`src/pmpsc_cfg.svh`:
```
`ifndef PMPSC_CFG_SVH
`define PMPSC_CFG_SVH
// ----------------------------------------
// Resource bank layout
// ----------------------------------------
`define RES_NUM 8
`define RES_AW 3
`define RES_DW 8
`define RES_EN_BIT 0
`define RES_SLP_HI 2
`define RES_SLP_LO 1
`define RES_DEFAULTS 64'h0000000000000000
`define SUB_NUM 4
`define SUB_LINKS 32'h80402003
// ----------------------------------------
// Sequence memory layout
// ----------------------------------------
`define OTP_AW 5
`define OTP_DW 13
`define STEP_LAST 12
`define STEP_IO 11
`define STEP_ADDR_HI 10
`define STEP_ADDR_LO 8
`define STEP_DATA_HI 7
`define OTP_LAST_ADDR 5'h13
`define SEQ_LAST_STEP 2'h3
// ----------------------------------------
// Sequencing time base
// ----------------------------------------
`define CORE_CLK_HZ 25000000
`define RC_FREQ_HZ 32768
`define RC_TICK_CYC (`CORE_CLK_HZ / `RC_FREQ_HZ)
`define TICK_W 10
`define SYNC_W 9
`endif

```
`src/pmpsc_pkg.sv`:
```
`default_nettype none
package pmpsc_pkg;
  // Power state of the device
  typedef enum logic [2:0] {
    PWR_NOSUP = 3'h0, // System rail below power-on reset
    PWR_LOWSUP = 3'h1, // Rail between reset and low threshold
    PWR_OFF = 3'h2, // Waiting for start-up
    PWR_ACT = 3'h3, // Fully powered
    PWR_SLP = 3'h4 // Low-power mode
  } pmpsc_pwr_e;
  // Sequence identifiers, also the memory block index
  typedef enum logic [2:0] {
    SQ_OFF_TO_ACTIVE_SEQ = 3'h0, // off_to_active_seq
    SQ_ACTIVE_TO_OFF_SEQ = 3'h1, // active_to_off_seq
    SQ_ACTIVE_TO_SLEEP_SEQ = 3'h2, // active_to_sleep_seq
    SQ_SLEEP_TO_ACTIVE_SEQ = 3'h3, // sleep_to_active_seq
    SQ_SLEEP_TO_OFF_SEQ = 3'h4 // sleep_to_off_seq
  } pmpsc_seq_e;
  // Sequencer engine states
  typedef enum logic [2:0] {
    ENG_IDLE = 3'h0, // No sequence
    ENG_CHECK = 3'h1, // Integrity read-back
    ENG_VERIFY = 3'h2, // Compare sum
    ENG_WAIT = 3'h3, // Wait for slow tick
    ENG_FETCH = 3'h4 // Apply one step
  } pmpsc_eng_e;
  // Integrity check policy codes
  typedef enum logic [1:0] {
    POL_SKIP = 2'h0, // No check
    POL_CONT = 2'h1, // Check, run all
    POL_IO = 2'h2, // On error stop after io rail
    POL_HALT = 2'h3 // On error stop at once
  } pmpsc_pol_e;
endpackage : pmpsc_pkg
`default_nettype wire

```
`src/pmpsc_ctrl.sv`:
```
// Functional notes
// - Four request kinds run one of five sequences
// - Unsequenced resources keep their preloaded defaults
// - Resources are register bits, host or sequencer
// - Transition is ordered register writes
// - Arbitrate concurrent requests into one transition
// - Sequence choice uses request plus supply, temperature
// - Fetch chosen sequence from memory, execute steps
// - Below reset threshold means no-supply state
// - Between reset and low threshold: low-supply
// - Above low threshold, no start: stay off
// - Off state: all off except clock rail
// - Active only after start with high supply
// - Sleep: each resource takes its programmed mode
// - Resource kept on keeps linked subsystems on
// - Sequences do nothing in no-supply or low-supply
// - Hardware enters off; sequencer takes over there
// - Only five transitions are allowed
// - Sequence memory is read only
// - Integrity check at start of power-up
// - Four-option policy on integrity error
// - Integrity error always raises the interrupt
// - Steps paced by the 32 kHz tick
// - Off wins; on honoured once off clears
// - On powers up unless supply or heat gate
// - Sleep only with no unmasked interrupt pending
// - Wake only in sleep: to active or off
`timescale 1ns/10ps
`default_nettype none
`include "pmpsc_cfg.svh"
module pmpsc_ctrl (
  input wire logic core_clk, // System clock, 25 MHz
  input wire logic reset, // Asynchronous reset, active high
  input wire logic por_ok, // Rail above power-on reset level
  input wire logic sys_lo_ok, // Rail above system_low_threshold
  input wire logic sys_hi_ok, // Sense above system_high_threshold
  input wire logic hot_die, // Die temperature too high
  input wire logic on_req, // Start-up request level
  input wire logic off_req, // Shutdown request level
  input wire logic wake_req, // Wake request level
  input wire logic sleep_req, // Sleep request level
  input wire logic irq_pending, // Unmasked interrupt pending
  input wire logic [`OTP_DW-1:0] otp_data, // Sequence memory word at otp_addr
  input wire logic [`OTP_DW-1:0] otp_ref_sum, // Preprogrammed check sum
  input wire logic check_en, // Integrity check enabled
  input wire logic [1:0] check_policy, // Integrity error policy
  input wire logic host_wr_en, // Host resource write strobe
  input wire logic [`RES_AW-1:0] host_wr_addr, // Host resource index
  input wire logic [`RES_DW-1:0] host_wr_data, // Host resource data
  input wire logic int_clear, // Clear integrity interrupt
  output logic [2:0] pwr_state, // Current power state
  output logic seq_busy, // A sequence is running
  output logic [`RES_NUM-1:0] res_en, // Resource enables
  output logic [`RES_NUM-1:0] res_lp, // Resource low-power flags
  output logic [`SUB_NUM-1:0] subsys_on, // Linked subsystems kept on
  output logic always_on_clock_rail, // Always-on rail enable
  output logic reg_wr_en, // Sequencer register write pulse
  output logic [`RES_AW-1:0] reg_wr_addr, // Sequencer write index
  output logic [`RES_DW-1:0] reg_wr_data, // Sequencer write data
  output logic [`OTP_AW-1:0] otp_addr, // Sequence memory address
  output logic integrity_error_interrupt // Sticky integrity error flag
);

  // ----------------------------------------
  // Input synchronisers
  // ----------------------------------------
  logic [`SYNC_W-1:0] sync1; // First stage, read only by sync2
  logic [`SYNC_W-1:0] sync2; // Stable copy
  logic s_por, s_lo, s_hi, s_hot, s_on, s_off, s_wake, s_sleep, s_irq;

  // Comparators and request pins are asynchronous to core_clk
  always_ff @(posedge core_clk or posedge reset) begin
    if (reset) begin
      sync1 <= 9'h000;
      sync2 <= 9'h000;
    end else begin
      sync1 <= {por_ok, sys_lo_ok, sys_hi_ok, hot_die, on_req, off_req, wake_req, sleep_req, irq_pending};
      sync2 <= sync1;
    end
  end
  assign {s_por, s_lo, s_hi, s_hot, s_on, s_off, s_wake, s_sleep, s_irq} = sync2;

  // ----------------------------------------
  // Slow tick divider
  // ----------------------------------------
  logic [`TICK_W-1:0] tick_cnt; // Core cycles within one RC period
  logic tick; // One-cycle slow tick

  // Stands in for the RC oscillator; one period per sequence step
  always_ff @(posedge core_clk or posedge reset) begin
    if (reset) begin
      tick_cnt <= 10'h000;
      tick <= 1'b0;
    end else if (tick_cnt == 10'(`RC_TICK_CYC - 1)) begin
      tick_cnt <= 10'h000;
      tick <= 1'b1;
    end else begin
      tick_cnt <= tick_cnt + 10'h001;
      tick <= 1'b0;
    end
  end

  // ----------------------------------------
  // Event arbitration
  // ----------------------------------------
  pmpsc_pkg::pmpsc_pwr_e pwr; // Power state register
  pmpsc_pkg::pmpsc_eng_e eng; // Sequencer engine state
  logic arb_valid; // A legal transition is requested
  pmpsc_pkg::pmpsc_seq_e arb_id; // Chosen sequence

  // Priority off, on, sleep, wake; anything else is dropped
  always_comb begin
    arb_valid = 1'b0;
    arb_id = pmpsc_pkg::SQ_OFF_TO_ACTIVE_SEQ;
    case (pwr)
      pmpsc_pkg::PWR_OFF: begin
        // On waits for off to clear and for supply and heat gates
        if (s_on && !s_off && s_hi && !s_hot) begin
          arb_valid = 1'b1;
        end
      end
      pmpsc_pkg::PWR_ACT: begin
        if (s_off) begin
          arb_valid = 1'b1;
          arb_id = pmpsc_pkg::SQ_ACTIVE_TO_OFF_SEQ;
        end else if (s_sleep && !s_irq) begin
          arb_valid = 1'b1;
          arb_id = pmpsc_pkg::SQ_ACTIVE_TO_SLEEP_SEQ;
        end
      end
      pmpsc_pkg::PWR_SLP: begin
        if (s_off) begin
          arb_valid = 1'b1;
          arb_id = pmpsc_pkg::SQ_SLEEP_TO_OFF_SEQ;
        end else if (s_wake) begin
          // Wake with sagging supply goes down rather than up
          arb_valid = 1'b1;
          arb_id = s_hi ? pmpsc_pkg::SQ_SLEEP_TO_ACTIVE_SEQ : pmpsc_pkg::SQ_SLEEP_TO_OFF_SEQ;
        end
      end
      default: begin
        // No-supply and low-supply ignore every request
        arb_valid = 1'b0;
      end
    endcase
  end

  // ----------------------------------------
  // Sequencer engine
  // ----------------------------------------
  pmpsc_pkg::pmpsc_seq_e seq_id; // Running sequence
  logic [1:0] step_idx; // Step within the sequence
  logic [`OTP_DW-1:0] chk_sum; // Running check sum
  logic stop_at_io; // Truncate after the io rail step
  logic halt_seq; // Power-up abandoned
  logic chk_err; // Integrity error seen this cycle
  logic seq_end; // Last step applied this cycle
  logic step_last; // Current word ends the sequence
  logic supply_ok; // Both supply levels good

  assign supply_ok = s_por && s_lo;
  assign step_last = otp_data[`STEP_LAST] || (step_idx == `SEQ_LAST_STEP)
                     || (stop_at_io && otp_data[`STEP_IO]);
  assign seq_end = (eng == pmpsc_pkg::ENG_FETCH) && step_last && supply_ok;
  assign chk_err = (eng == pmpsc_pkg::ENG_VERIFY) && (chk_sum != otp_ref_sum);

  // Memory is only ever read: no write path exists
  always_ff @(posedge core_clk or posedge reset) begin
    if (reset) begin
      eng <= pmpsc_pkg::ENG_IDLE;
      seq_id <= pmpsc_pkg::SQ_OFF_TO_ACTIVE_SEQ;
      step_idx <= 2'h0;
      chk_sum <= 13'h0000;
      stop_at_io <= 1'b0;
      halt_seq <= 1'b0;
      otp_addr <= 5'h00;
    end else if (!supply_ok) begin
      // Supply loss abandons any sequence
      eng <= pmpsc_pkg::ENG_IDLE;
      halt_seq <= 1'b0;
    end else begin
      case (eng)
        pmpsc_pkg::ENG_IDLE: begin
          halt_seq <= 1'b0;
          stop_at_io <= 1'b0;
          step_idx <= 2'h0;
          // New request only taken when idle
          if (arb_valid) begin
            seq_id <= arb_id;
            if (arb_id == pmpsc_pkg::SQ_OFF_TO_ACTIVE_SEQ && check_en && check_policy != pmpsc_pkg::POL_SKIP) begin
              eng <= pmpsc_pkg::ENG_CHECK;
              chk_sum <= 13'h0000;
              otp_addr <= 5'h00;
            end else begin
              eng <= pmpsc_pkg::ENG_WAIT;
            end
          end
        end
        pmpsc_pkg::ENG_CHECK: begin
          // Fold every stored word, one per core cycle
          chk_sum <= chk_sum ^ otp_data;
          if (otp_addr == `OTP_LAST_ADDR) begin
            eng <= pmpsc_pkg::ENG_VERIFY;
          end else begin
            otp_addr <= otp_addr + 5'h01;
          end
        end
        pmpsc_pkg::ENG_VERIFY: begin
          eng <= pmpsc_pkg::ENG_WAIT;
          if (chk_err && check_policy == pmpsc_pkg::POL_HALT) begin
            halt_seq <= 1'b1;
            eng <= pmpsc_pkg::ENG_IDLE;
          end else if (chk_err && check_policy == pmpsc_pkg::POL_IO) begin
            stop_at_io <= 1'b1;
          end
        end
        pmpsc_pkg::ENG_WAIT: begin
          if (tick) begin
            otp_addr <= {seq_id, step_idx};
            eng <= pmpsc_pkg::ENG_FETCH;
          end
        end
        pmpsc_pkg::ENG_FETCH: begin
          // Steps run strictly in order
          if (step_last) begin
            eng <= pmpsc_pkg::ENG_IDLE;
          end else begin
            step_idx <= step_idx + 2'h1;
            eng <= pmpsc_pkg::ENG_WAIT;
          end
        end
        default: begin
          eng <= pmpsc_pkg::ENG_IDLE;
        end
      endcase
    end
  end

  // Write strobe toward the resource bank
  always_ff @(posedge core_clk or posedge reset) begin
    if (reset) begin
      reg_wr_en <= 1'b0;
      reg_wr_addr <= 3'h0;
      reg_wr_data <= 8'h00;
    end else begin
      reg_wr_en <= (eng == pmpsc_pkg::ENG_FETCH) && supply_ok;
      reg_wr_addr <= otp_data[`STEP_ADDR_HI:`STEP_ADDR_LO];
      reg_wr_data <= otp_data[`STEP_DATA_HI:0];
    end
  end

  // ----------------------------------------
  // Power state machine
  // ----------------------------------------
  logic halt_end; // Halted power-up returns to off

  assign halt_end = (eng == pmpsc_pkg::ENG_VERIFY) && chk_err && check_policy == pmpsc_pkg::POL_HALT;

  // Supply levels override; otherwise only sequence ends move state
  always_ff @(posedge core_clk or posedge reset) begin
    if (reset) begin
      pwr <= pmpsc_pkg::PWR_NOSUP;
    end else if (!s_por) begin
      pwr <= pmpsc_pkg::PWR_NOSUP;
    end else if (!s_lo) begin
      pwr <= pmpsc_pkg::PWR_LOWSUP;
    end else begin
      case (pwr)
        pmpsc_pkg::PWR_NOSUP, pmpsc_pkg::PWR_LOWSUP: begin
          pwr <= pmpsc_pkg::PWR_OFF;
        end
        default: begin
          // Off holds until a power-up sequence completes
          if (halt_end) begin
            pwr <= pmpsc_pkg::PWR_OFF;
          end else if (seq_end) begin
            case (seq_id)
              pmpsc_pkg::SQ_OFF_TO_ACTIVE_SEQ: pwr <= pmpsc_pkg::PWR_ACT;
              pmpsc_pkg::SQ_SLEEP_TO_ACTIVE_SEQ: pwr <= pmpsc_pkg::PWR_ACT;
              pmpsc_pkg::SQ_ACTIVE_TO_SLEEP_SEQ: pwr <= pmpsc_pkg::PWR_SLP;
              default: pwr <= pmpsc_pkg::PWR_OFF;
            endcase
          end
        end
      endcase
    end
  end

  // Status outputs
  always_ff @(posedge core_clk or posedge reset) begin
    if (reset) begin
      pwr_state <= 3'h0;
      seq_busy <= 1'b0;
      always_on_clock_rail <= 1'b0;
    end else begin
      pwr_state <= pwr;
      seq_busy <= (eng != pmpsc_pkg::ENG_IDLE);
      always_on_clock_rail <= s_por;
    end
  end

  // Sticky interrupt; a new error beats a clear in the same cycle
  always_ff @(posedge core_clk or posedge reset) begin
    if (reset) begin
      integrity_error_interrupt <= 1'b0;
    end else if (chk_err) begin
      integrity_error_interrupt <= 1'b1;
    end else if (int_clear) begin
      integrity_error_interrupt <= 1'b0;
    end
  end

  // ----------------------------------------
  // Resource bank and outputs
  // ----------------------------------------
  logic [`RES_DW-1:0] res_reg [`RES_NUM]; // Resource control words
  logic [63:0] res_def; // Preloaded defaults
  logic [31:0] sub_link; // Subsystem link masks

  assign res_def = `RES_DEFAULTS;
  assign sub_link = `SUB_LINKS;

  for (genvar gi = 0; gi < `RES_NUM; gi++) begin : g_res
    // Host writes are held off while a sequence owns the bank
    always_ff @(posedge core_clk or posedge reset) begin
      if (reset) begin
        res_reg[gi] <= 8'h00;
      end else if (pwr == pmpsc_pkg::PWR_NOSUP || pwr == pmpsc_pkg::PWR_LOWSUP) begin
        res_reg[gi] <= res_def[gi*8 +: 8];
      end else if (reg_wr_en && reg_wr_addr == 3'(gi)) begin
        res_reg[gi] <= reg_wr_data;
      end else if (host_wr_en && eng == pmpsc_pkg::ENG_IDLE && host_wr_addr == 3'(gi)) begin
        res_reg[gi] <= host_wr_data;
      end
    end

    // Enable and low-power flag from state and programmed mode
    always_ff @(posedge core_clk or posedge reset) begin
      if (reset) begin
        res_en[gi] <= 1'b0;
        res_lp[gi] <= 1'b0;
      end else if (pwr == pmpsc_pkg::PWR_ACT) begin
        res_en[gi] <= res_reg[gi][`RES_EN_BIT];
        res_lp[gi] <= 1'b0;
      end else if (pwr == pmpsc_pkg::PWR_SLP) begin
        // Mode 0 on, 1 sleep, 2 and 3 off
        // A resource already off in active never wakes up in sleep
        res_en[gi] <= res_reg[gi][`RES_EN_BIT] && !res_reg[gi][`RES_SLP_HI];
        res_lp[gi] <= res_reg[gi][`RES_EN_BIT] && (res_reg[gi][`RES_SLP_HI:`RES_SLP_LO] == 2'h1);
      end else begin
        res_en[gi] <= 1'b0;
        res_lp[gi] <= 1'b0;
      end
    end
  end

  // One cycle behind res_en; cheap and glitch free
  for (genvar gj = 0; gj < `SUB_NUM; gj++) begin : g_sub
    always_ff @(posedge core_clk or posedge reset) begin
      if (reset) begin
        subsys_on[gj] <= 1'b0;
      end else begin
        subsys_on[gj] <= |(res_en & sub_link[gj*8 +: 8]);
      end
    end
  end
endmodule : pmpsc_ctrl
`default_nettype wire

```
`config.mk`:
```
export PLATFORM = sky130hd
export DESIGN_NAME = pmpsc_ctrl
export DESIGN_NICKNAME = d
export VERILOG_FILES = /design/src/pmpsc_pkg.sv /design/src/pmpsc_ctrl.sv
export VERILOG_INCLUDE_DIRS = /design/src
export SDC_FILE = /design/constraint.sdc
export NUM_CORES = 1
export LEC_CHECK = 0
export ABC_AREA = 1
export BUFFER_PORTS_ARGS = -buffer_cell sky130_fd_sc_hd__buf_2
export CAP_MARGIN = 15
export CORE_MARGIN = 4
export CORE_UTILIZATION = 60
export DETAILED_ROUTE_END_ITERATION = 12
export PLACE_DENSITY = 0.85
export SETUP_SLACK_MARGIN = 0.4
export SLEW_MARGIN = 20
export SYNTH_ARGS = -nofsm -noshare
export SYNTH_HDL_FRONTEND = slang
export SYNTH_SLANG_ARGS = --single-unit
```
`constraint.sdc`:
```
create_clock -name core_clk -period 7 [get_ports core_clk]
set_clock_uncertainty 0.05 [all_clocks]
set_input_delay 1.4 -clock core_clk [delete_from_list [all_inputs] [get_ports core_clk]]
set_output_delay 1.4 -clock core_clk [all_outputs]
set_load 0.05 [all_outputs]
```
# [Yosys cells after proc, flatten, opt, wreduce, memory -nomap -nowiden]
# Cells that the tools add are included.
[word_totals] reg_bits=121 latch_bits=0 ramBits=0 romBits=0 in_bits=53 output_inout_bits=43 n_memories=0
[op_classes] n_addsub=3 multipliers=0 div_mod_pow=0 order_cmp=0 eq_ne=49 shifts=0 mux=99 bitwise_logic=1 reduce_logical=93
[op_table] operator="2-to-1 mux 3 bit" n=36
[op_table] operator="logical AND 1 bit" n=49
[op_table] operator="2-to-1 mux 1 bit" n=42
[op_table] operator="equality test 3 x 2 -> 1 bit (second input constant)" n=10
[op_table] operator="equality test 3 bit (second input constant)" n=10
[op_table] operator="nonzero test 3 bit" n=10
[op_table] operator="2-to-1 mux 13 bit" n=2
[op_table] operator="one-hot mux 13 bit (2 select lines)" n=1
[op_table] operator="2-to-1 mux 5 bit" n=4
[op_table] operator="zero test 3 bit" n=6
[op_table] operator="equality test 2 x 1 -> 1 bit (second input constant)" n=8
[op_table] operator="one-hot mux 3 bit (5 select lines)" n=1
[op_table] operator="one-hot mux 5 bit (3 select lines)" n=1
[op_table] operator="!= test 13 bit" n=1
[op_table] operator="bitwise XOR 13 bit" n=1
[op_table] operator="equality test 3 x 1 -> 1 bit (second input constant)" n=4
[op_table] operator="2-to-1 mux 2 bit" n=6
[op_table] operator="!= test 2 bit (second input constant)" n=6
[op_table] operator="one-hot mux 3 bit (2 select lines)" n=2
[op_table] operator="zero test 1 bit" n=11
[op_table] operator="adder 10 x 1 -> 10 bit (second input constant)" n=1
[op_table] operator="equality test 10 bit (second input constant)" n=1
[op_table] operator="2-to-1 mux 10 bit" n=1
[op_table] operator="nonzero test 2 bit" n=5
[op_table] operator="15 further kinds" n=26

# [Longest topological paths before layout]
# Gate-level depths: netlist of the first run.
[depth] word_depth=12 mapped_depth=12 ltp_nobuf=12

# [Worst setup path after synthesis of the first run]
# Ideal clock, no wire load.
[synth_timing] kind="input port to flip-flop" startpoint="input otp_ref_sum[4]" endpoint="register eng[1]" setup_ns=0.116 arrival_ns=2.293 t_required_ns=6.834 slack_ns=4.541 path_stages=10 n_path_buf=0 path_cell_list="inv_1 > or2_2 > nand3_1 > nor2_1 > nand2_1 > nand3_1 > nand2_1 > nand3_1 > nand2_1 > nand2_1"
[synth_between] elab_chain_len=6
[synth_lines] item="start: declaration" line="pmpsc_ctrl.sv:44" rtl="input wire logic [`OTP_DW-1:0] otp_ref_sum,"
[synth_lines] item="!= test 13 bit" line="pmpsc_ctrl.sv:165" rtl="assign chk_err = (eng == pmpsc_pkg::ENG_VERIFY) && (chk_sum != otp_ref_sum);"
[synth_lines] item="logical AND 1 bit" line="pmpsc_ctrl.sv:165"
[synth_lines] item="logical AND 1 bit" line="pmpsc_ctrl.sv:210" rtl="if (chk_err && check_policy == pmpsc_pkg::POL_HALT) begin"
[synth_lines] item="2-to-1 mux 2 bit" line="pmpsc_ctrl.sv:210"
[synth_lines] item="one-hot mux 3 bit (5 select lines)" line="pmpsc_ctrl.sv:182" rtl="case (eng)"
[synth_lines] item="2-to-1 mux 3 bit" line="pmpsc_ctrl.sv:177" rtl="end else if (!supply_ok) begin"
[synth_lines] item="end signal: assignment" line="pmpsc_ctrl.sv:179" rtl="eng <= pmpsc_pkg::ENG_IDLE;"
[synth_lines] item="end signal: assignment" line="pmpsc_ctrl.sv:209" rtl="eng <= pmpsc_pkg::ENG_WAIT;"
[synth_lines] item="end signal: assignment" line="pmpsc_ctrl.sv:212" rtl="eng <= pmpsc_pkg::ENG_IDLE;"
[synth_lines] item="end: declaration" line="pmpsc_ctrl.sv:107" rtl="pmpsc_pkg::pmpsc_eng_e eng;"
# No other way between the ends.
# A chain may end at the register's enable or synchronous reset.

# [Worst setup path in the final report of the first run]
[layout_timing] startpoint="register reg_wr_data[1]" endpoint="output reg_wr_data[1]"
[layout_rtl] item="start: declaration" line="pmpsc_ctrl.sv:59" rtl="output logic [`RES_DW-1:0] reg_wr_data,"
[layout_rtl] item="start signal: assignment" line="pmpsc_ctrl.sv:248" rtl="reg_wr_data <= otp_data[`STEP_DATA_HI:0];"
# No word-level cell between the ends.

==> metrics.txt, run 1 <==
vias in the first global route=4722; period utilisation layout=40.8%; CTS tree=done; crit path cell chain=buf_2; HPWL Detailed=8.71 mm; worst r2r src=pwr[1]; CP peak stage delay=0.54 ns; Max clock buf depth=2; DRT iter0 DRCs=371; Post-CTS Resized=0; fillers=596; cell taking the most area after synthesis=dfrtp_1; DR vias/cell=5.50; Synth top cells by count=dfrtp_1 (121), inv_1 (106), nand2_1 (103); unrepaired setup endpoints after global routing=false; met2 WL post-DR=6.29 mm; post-CTS setup buffer count=0; Leak Pwr=3.36 nW; worst path arrival time=1.40 ns; worst min path class=flip-flop to flip-flop; cts bufs inserted=17; post-layout util=75.3%; max cap viols=0; total core area=8810 um^2; status=complete, no violations; Setup crit start kind=flip-flop; Hold Path Sink=sync2[2]; layout cells sized above 1=20.3%; gr ovfl total=0; diodes inserted=0; Rel. slew slack=36.6%; Fin. Hold Viols=0; Port Buffers=90; dominant synthesized flop cell=dfrtp_1; Crit Path Max Fanout=8; clk_lat worst skew=0.53 ns; largest net degree at the start of global routing=80; worst path bufs/invs=1; Reg2Reg Capture Point=res_reg[16]; Power Dens Cells=305 nW/um^2; post-synthesis sequential area ratio=55.3%; kind of critical path=flip-flop to output port; CTS root buf=clkbuf_8; Setup-failing EPs final=0; post-route cell area=6630 um^2; max reg flops=24; count leader, synth=dfrtp_1; Post-Syn Area=5480 um^2; initial antenna violation count=0; Clk pin slew, worst setup/hold paths=0.06 ns; Hold Path Depth=0; Worst-Margin Slew=0.950 ns; Seq cells post-synth=121; min-delay src=sync1[2]; Post-synth EDFFs=0; Die Area=10700 um^2; top post-synthesis cells by area=dfrtp_1 (55%), inv_1 (7.3%), nand2_1 (7.1%); setup TNS=0 ns; vias after detailed routing=4690; Fmax=350 MHz; Worst path slowest cell=dfrtp_1; Synth cell types=36; met1 WL=4.88 mm; # nets final=789; H-tree level count=4; Mapped Cells=626; Top Metal Used=met4; CP delay by family, top=flip-flops; Crit. End Element=output port; starting density of the core=62.2%; Die Span Y=104 um; DR WL/cell=14.7 um; Worst Path Required=5.55 ns; ANT nets after route=0; Die Width=104 um; Synth Warn #=0; Pins Over Slew Limit=0; dpl cell area=6050 um^2; hold_buf cts=0; wire length on met3=1.01 mm; area share of the largest cell type after synthesis=55.3%; ys async rst share=100%; router iterations before antenna repair=6; io pins=96; Area growth syn-to-layout=21.0%; setup slack, reg-to-reg=4.75 ns; first-pass GRT wire length=21.6 mm; Sink Count=121; Post-Syn Nets=683; syn_area_per_cell=8.75 um^2; drt drc=0; R2R cell count=6; wirelength, routed=12.6 mm; crit path time final=2.85 ns; Global Route Usage Sum=24.8%; GP Congestion=0.918; row count=34; VDD IR max=0.000222 V
cells in the final DEF, fill, tap and decap left out, drive strengths merged, types with 4 or more instances in the layout:
| cell | instances |
|---|---|
| nand3 | 51 |
| o21ai | 60 |
| a21oi | 20 |
| o211ai | 9 |
| clkbuf | 24 |
| nor2 | 71 |
| inv | 111 |
| dfrtp | 121 |
| ha | 4 |
| o22ai | 13 |
| xnor2 | 14 |
| nand4 | 15 |
| nor3 | 5 |
| buf | 91 |
| nand2 | 106 |
| xor2 | 4 |
| or2 | 7 |
kinds of logic after synthesis:
| group | share of synthesized area [%] |
|---|---|
| XOR/XNOR | 2.88 |
| flip-flops | 55.3 |
| buffers and inverters | 8.06 |
| AND/OR/NAND/NOR | 22.0 |
| adder cells (fa/ha/maj) | 0.914 |
| AO/OA/AOI/OAI | 10.8 |
stage by stage:
step | hold WS, ns | worst slack [ns] | std cells | total power [mW]
floorplan | 0.281 | 2.34 | 626 | 1.09
global placement | 0.283 | 4.19 | 821 | 1.15
detailed placement | 0.286 | 4.13 | 821 | 1.18
CTS | 0.297 | 4.16 | 852 | 2.03
global route | 0.309 | 4.11 | 852 | 2.12
finish | 0.297 | 4.15 | 852 | 2.02
layer usage:
layer	up-vias	track usage, %
met4	0	11.2
met2	190	42.2
met3	48	7.21
met5	-	0
met1	2211	29.3
li1	2241	-
worst max path at each step:
stage                                       to  slack, ns  cells past startpoint           start
after global routing            reg_wr_data[1]       4.11                      1  reg_wr_data[1]
after global placement              chk_sum[1]       4.19                      3           reset
after floorplan           always_on_clock_rail       2.34                      1           reset
final                           reg_wr_data[1]       4.15                      1  reg_wr_data[1]
after CTS                       reg_wr_data[1]       4.16                      1  reg_wr_data[1]
after detailed placement        reg_wr_data[1]       4.13                      3           reset
area by class of cell:
cell class / instances / area [um^2] / area share, %
inverters: 111 / 419 / 6.32
clock inverters: 7 / 90.1 / 1.36
clock buffers: 24 / 490 / 7.40
multi-input cells: 390 / 2010 / 30.3
repair buffers: 91 / 458 / 6.91
flip-flops and latches: 121 / 3030 / 45.7
well taps: 108 / 135 / 2.04
report_power, final:
part	internal [mW]	switching [mW]
Clock	0.550	0.300
Sequential	0.777	0.0680
Combinational	0.120	0.208
Note: power is estimated with default switching activity, not from simulation.
==> run 2, diff against run 1 <==
Settings changed: CORE_UTILIZATION 60 to 50, PLACE_DENSITY 0.85 to 0.75.
Clock period 7 ns to 2.5 ns, I/O delays scaled along.
==> run 2 against run 1 <==
- total power rose to 2.8 times the previous value
- critical path depth did not move
- die area grew 18%
- largest power group unchanged
==> metrics.txt, run 2 (synthesized netlist as in run 1, its figures left out) <==
commonest non-fill, non-tap cell in the layout=dfrtp_1; Area growth syn-to-layout=22.7%; total core area=10500 um^2 (+19%); CP startpoint=reg_wr_data[1]; CP peak stage delay=0.53 ns (about the same); Max clock buf depth=2 (unchanged); Die Width=113 um (+8.8%); layout cells sized above 1=21.0% (+0.67 points); unrepaired setup endpoints after global routing=false; cts bufs inserted=17 (unchanged); Fin. Hold Viols=0 (unchanged); drt drc=0 (unchanged); Global Route Usage Sum=20.9% (-4.0 points); worst min path class=input port to async pin; max reg flops=24 (unchanged); Post-CTS Resized=0 (unchanged); Die Span Y=113 um (+8.8%); CP delay by family, top=flip-flops; worst path arrival time=1.39 ns (about the same); fillers=828 (+39%); crit path time final=1.94 ns; io pins=96 (unchanged); # nets final=793 (+0.51%); CP Capture Point=reg_wr_data[1]; Net Sw Frac=30.1% (+1.5 points); Port Buffers=90 (unchanged); diodes inserted=0 (unchanged); worst r2r src=chk_sum[9]; hold_buf cts=0 (unchanged); most frequent cells in the layout=dfrtp_1 (121), inv_1 (105), nand2_1 (103); setup TNS=0 ns (unchanged); period utilisation layout=77.5%; Worst path slowest cell=dfrtp_1; initial antenna violation count=0 (unchanged); Pins Over Slew Limit=0 (unchanged); vias in the first global route=4529 (-4.1%); Clk pin slew, worst setup/hold paths=0.06 ns (about the same); sequential power share=41.6% (about the same); WP depth=1 (unchanged); Storage cell area=3030 um^2 (unchanged); DR WL/cell=14.2 um (-3.5%); ANT nets after route=0 (unchanged); status=complete, no violations; max cap viols=0 (unchanged); Reg2Reg Capture Point=pwr[1]; Rel. slew slack=54.8% (+18 points); largest net degree at the start of global routing=48 (-40%); Fmax=516 MHz; CTS root buf=clkbuf_8; Crit. End Element=output port; Leak Pwr=3.37 nW (+0.39%); Crit Path Max Fanout=8 (unchanged); GP Congestion=0.912 (-0.65%); Worst Path Required=1.95 ns (-3.60 ns); Worst-Margin Slew=0.676 ns (-0.274 ns); wirelength, routed=12.6 mm (+0.24%); Die Area=12700 um^2 (+18%); VDD IR max=0.000443 V (+100%); post-layout util=64.0% (-11 points); Int Pwr=3.96 mW (+170%); area of the multi-input gates=2010 um^2 (unchanged); HPWL Detailed=8.86 mm (+1.7%); vias after detailed routing=4585 (-2.2%); worst path bufs/invs=1 (unchanged); setup slack, reg-to-reg=0.60 ns (-4.15 ns); Power Dens Cells=842 nW/um^2 (+180%); CTS tree=done; DR vias/cell=5.18 (-5.9%); row count=37 (+8.8%); kind of critical path=flip-flop to output port; H-tree level count=4 (unchanged); Clk pwr share=42.1% (about the same); starting density of the core=52.1% (-10 points); DRT iter0 DRCs=282 (-24%); post-CTS setup buffer count=0 (unchanged); gr ovfl total=0 (unchanged); crit path cell chain=buf_2; Setup-failing EPs final=0 (unchanged); first-pass GRT wire length=21.1 mm (-2.3%); Setup crit start kind=flip-flop; Sink Count=121 (unchanged); Combinational Power Share=16.2% (about the same); router iterations before antenna repair=5 (-1); R2R cell count=10 (+4); clk_lat worst skew=0.53 ns (about the same); Psw=1.70 mW (+190%)
[run 2: changes by cell type in the layout (fill, tap and decap cells not counted), moves of 2 or more]
cell        delta
buf_12         +2
clkbuf_1       -2
clkbuf_8       -5
clkinv_2       -2
clkinvlp_4     +3
inv_6          +7
[run 2: cell type report]
type	instances	share of cell area, %
sequential	121	45.0
inverter	111	6.25
multi-input combinational	390	29.9
tap	136	2.53
timing repair buffer	95	7.67
clock buffer	17	6.16
clock inverter	15	2.46
[run 2: worst min-delay path by stage]
stage               from  cells after the start  slack, ns        endpoint
3_3_place_gp    sync1[8]                      0       0.28        sync2[8]
5_1_grt        sys_lo_ok                      1      0.003        sync1[7]
4_1_cts          hot_die                      1       0.01        sync1[5]
3_5_place_dp    sync1[6]                      0       0.29        sync2[6]
2_1_floorplan   sync1[0]                      0       0.28        sync2[0]
6_report           reset                      2       0.01  reg_wr_data[6]
[run 2: metal layers]
metal	routed length, um	vias up	global-route usage, %
met4	252	0	7.21
li1	-	2245	-
met5	0	-	0
met3	673	26	5.82
met1	5290	2175	25.6
met2	6370	139	35.3
[run 2: power groups by stage]
| stage | clock network (mW) | logic (mW) | registers [mW] |
|---|---|---|---|
| after floorplan | 0 | 0.590 | 2.45 |
| after global placement | 0 | 0.878 | 2.37 |
| after detailed placement | 0 | 0.906 | 2.39 |
| after CTS | 2.41 | 0.922 | 2.35 |
| after global routing | 2.51 | 1.04 | 2.39 |
| final | 2.38 | 0.918 | 2.36 |
[run 2: metrics by stage]
step / instances / setup slack [ns] / instance area, um^2 / hold slack, ns / power [mW]
4_1_cts: 884 / 0.546 / 6710 / 0.0103 / 5.69
3_5_place_dp: 852 / 0.485 / 6130 / 0.286 / 3.30
5_1_grt: 885 / 0.457 / 6720 / 0.00347 / 5.94
6_report: 885 / 0.562 / 6720 / 0.0131 / 5.66
3_3_place_gp: 852 / 0.618 / 6130 / 0.283 / 3.25
2_1_floorplan: 626 / 0.467 / 5480 / 0.281 / 3.04
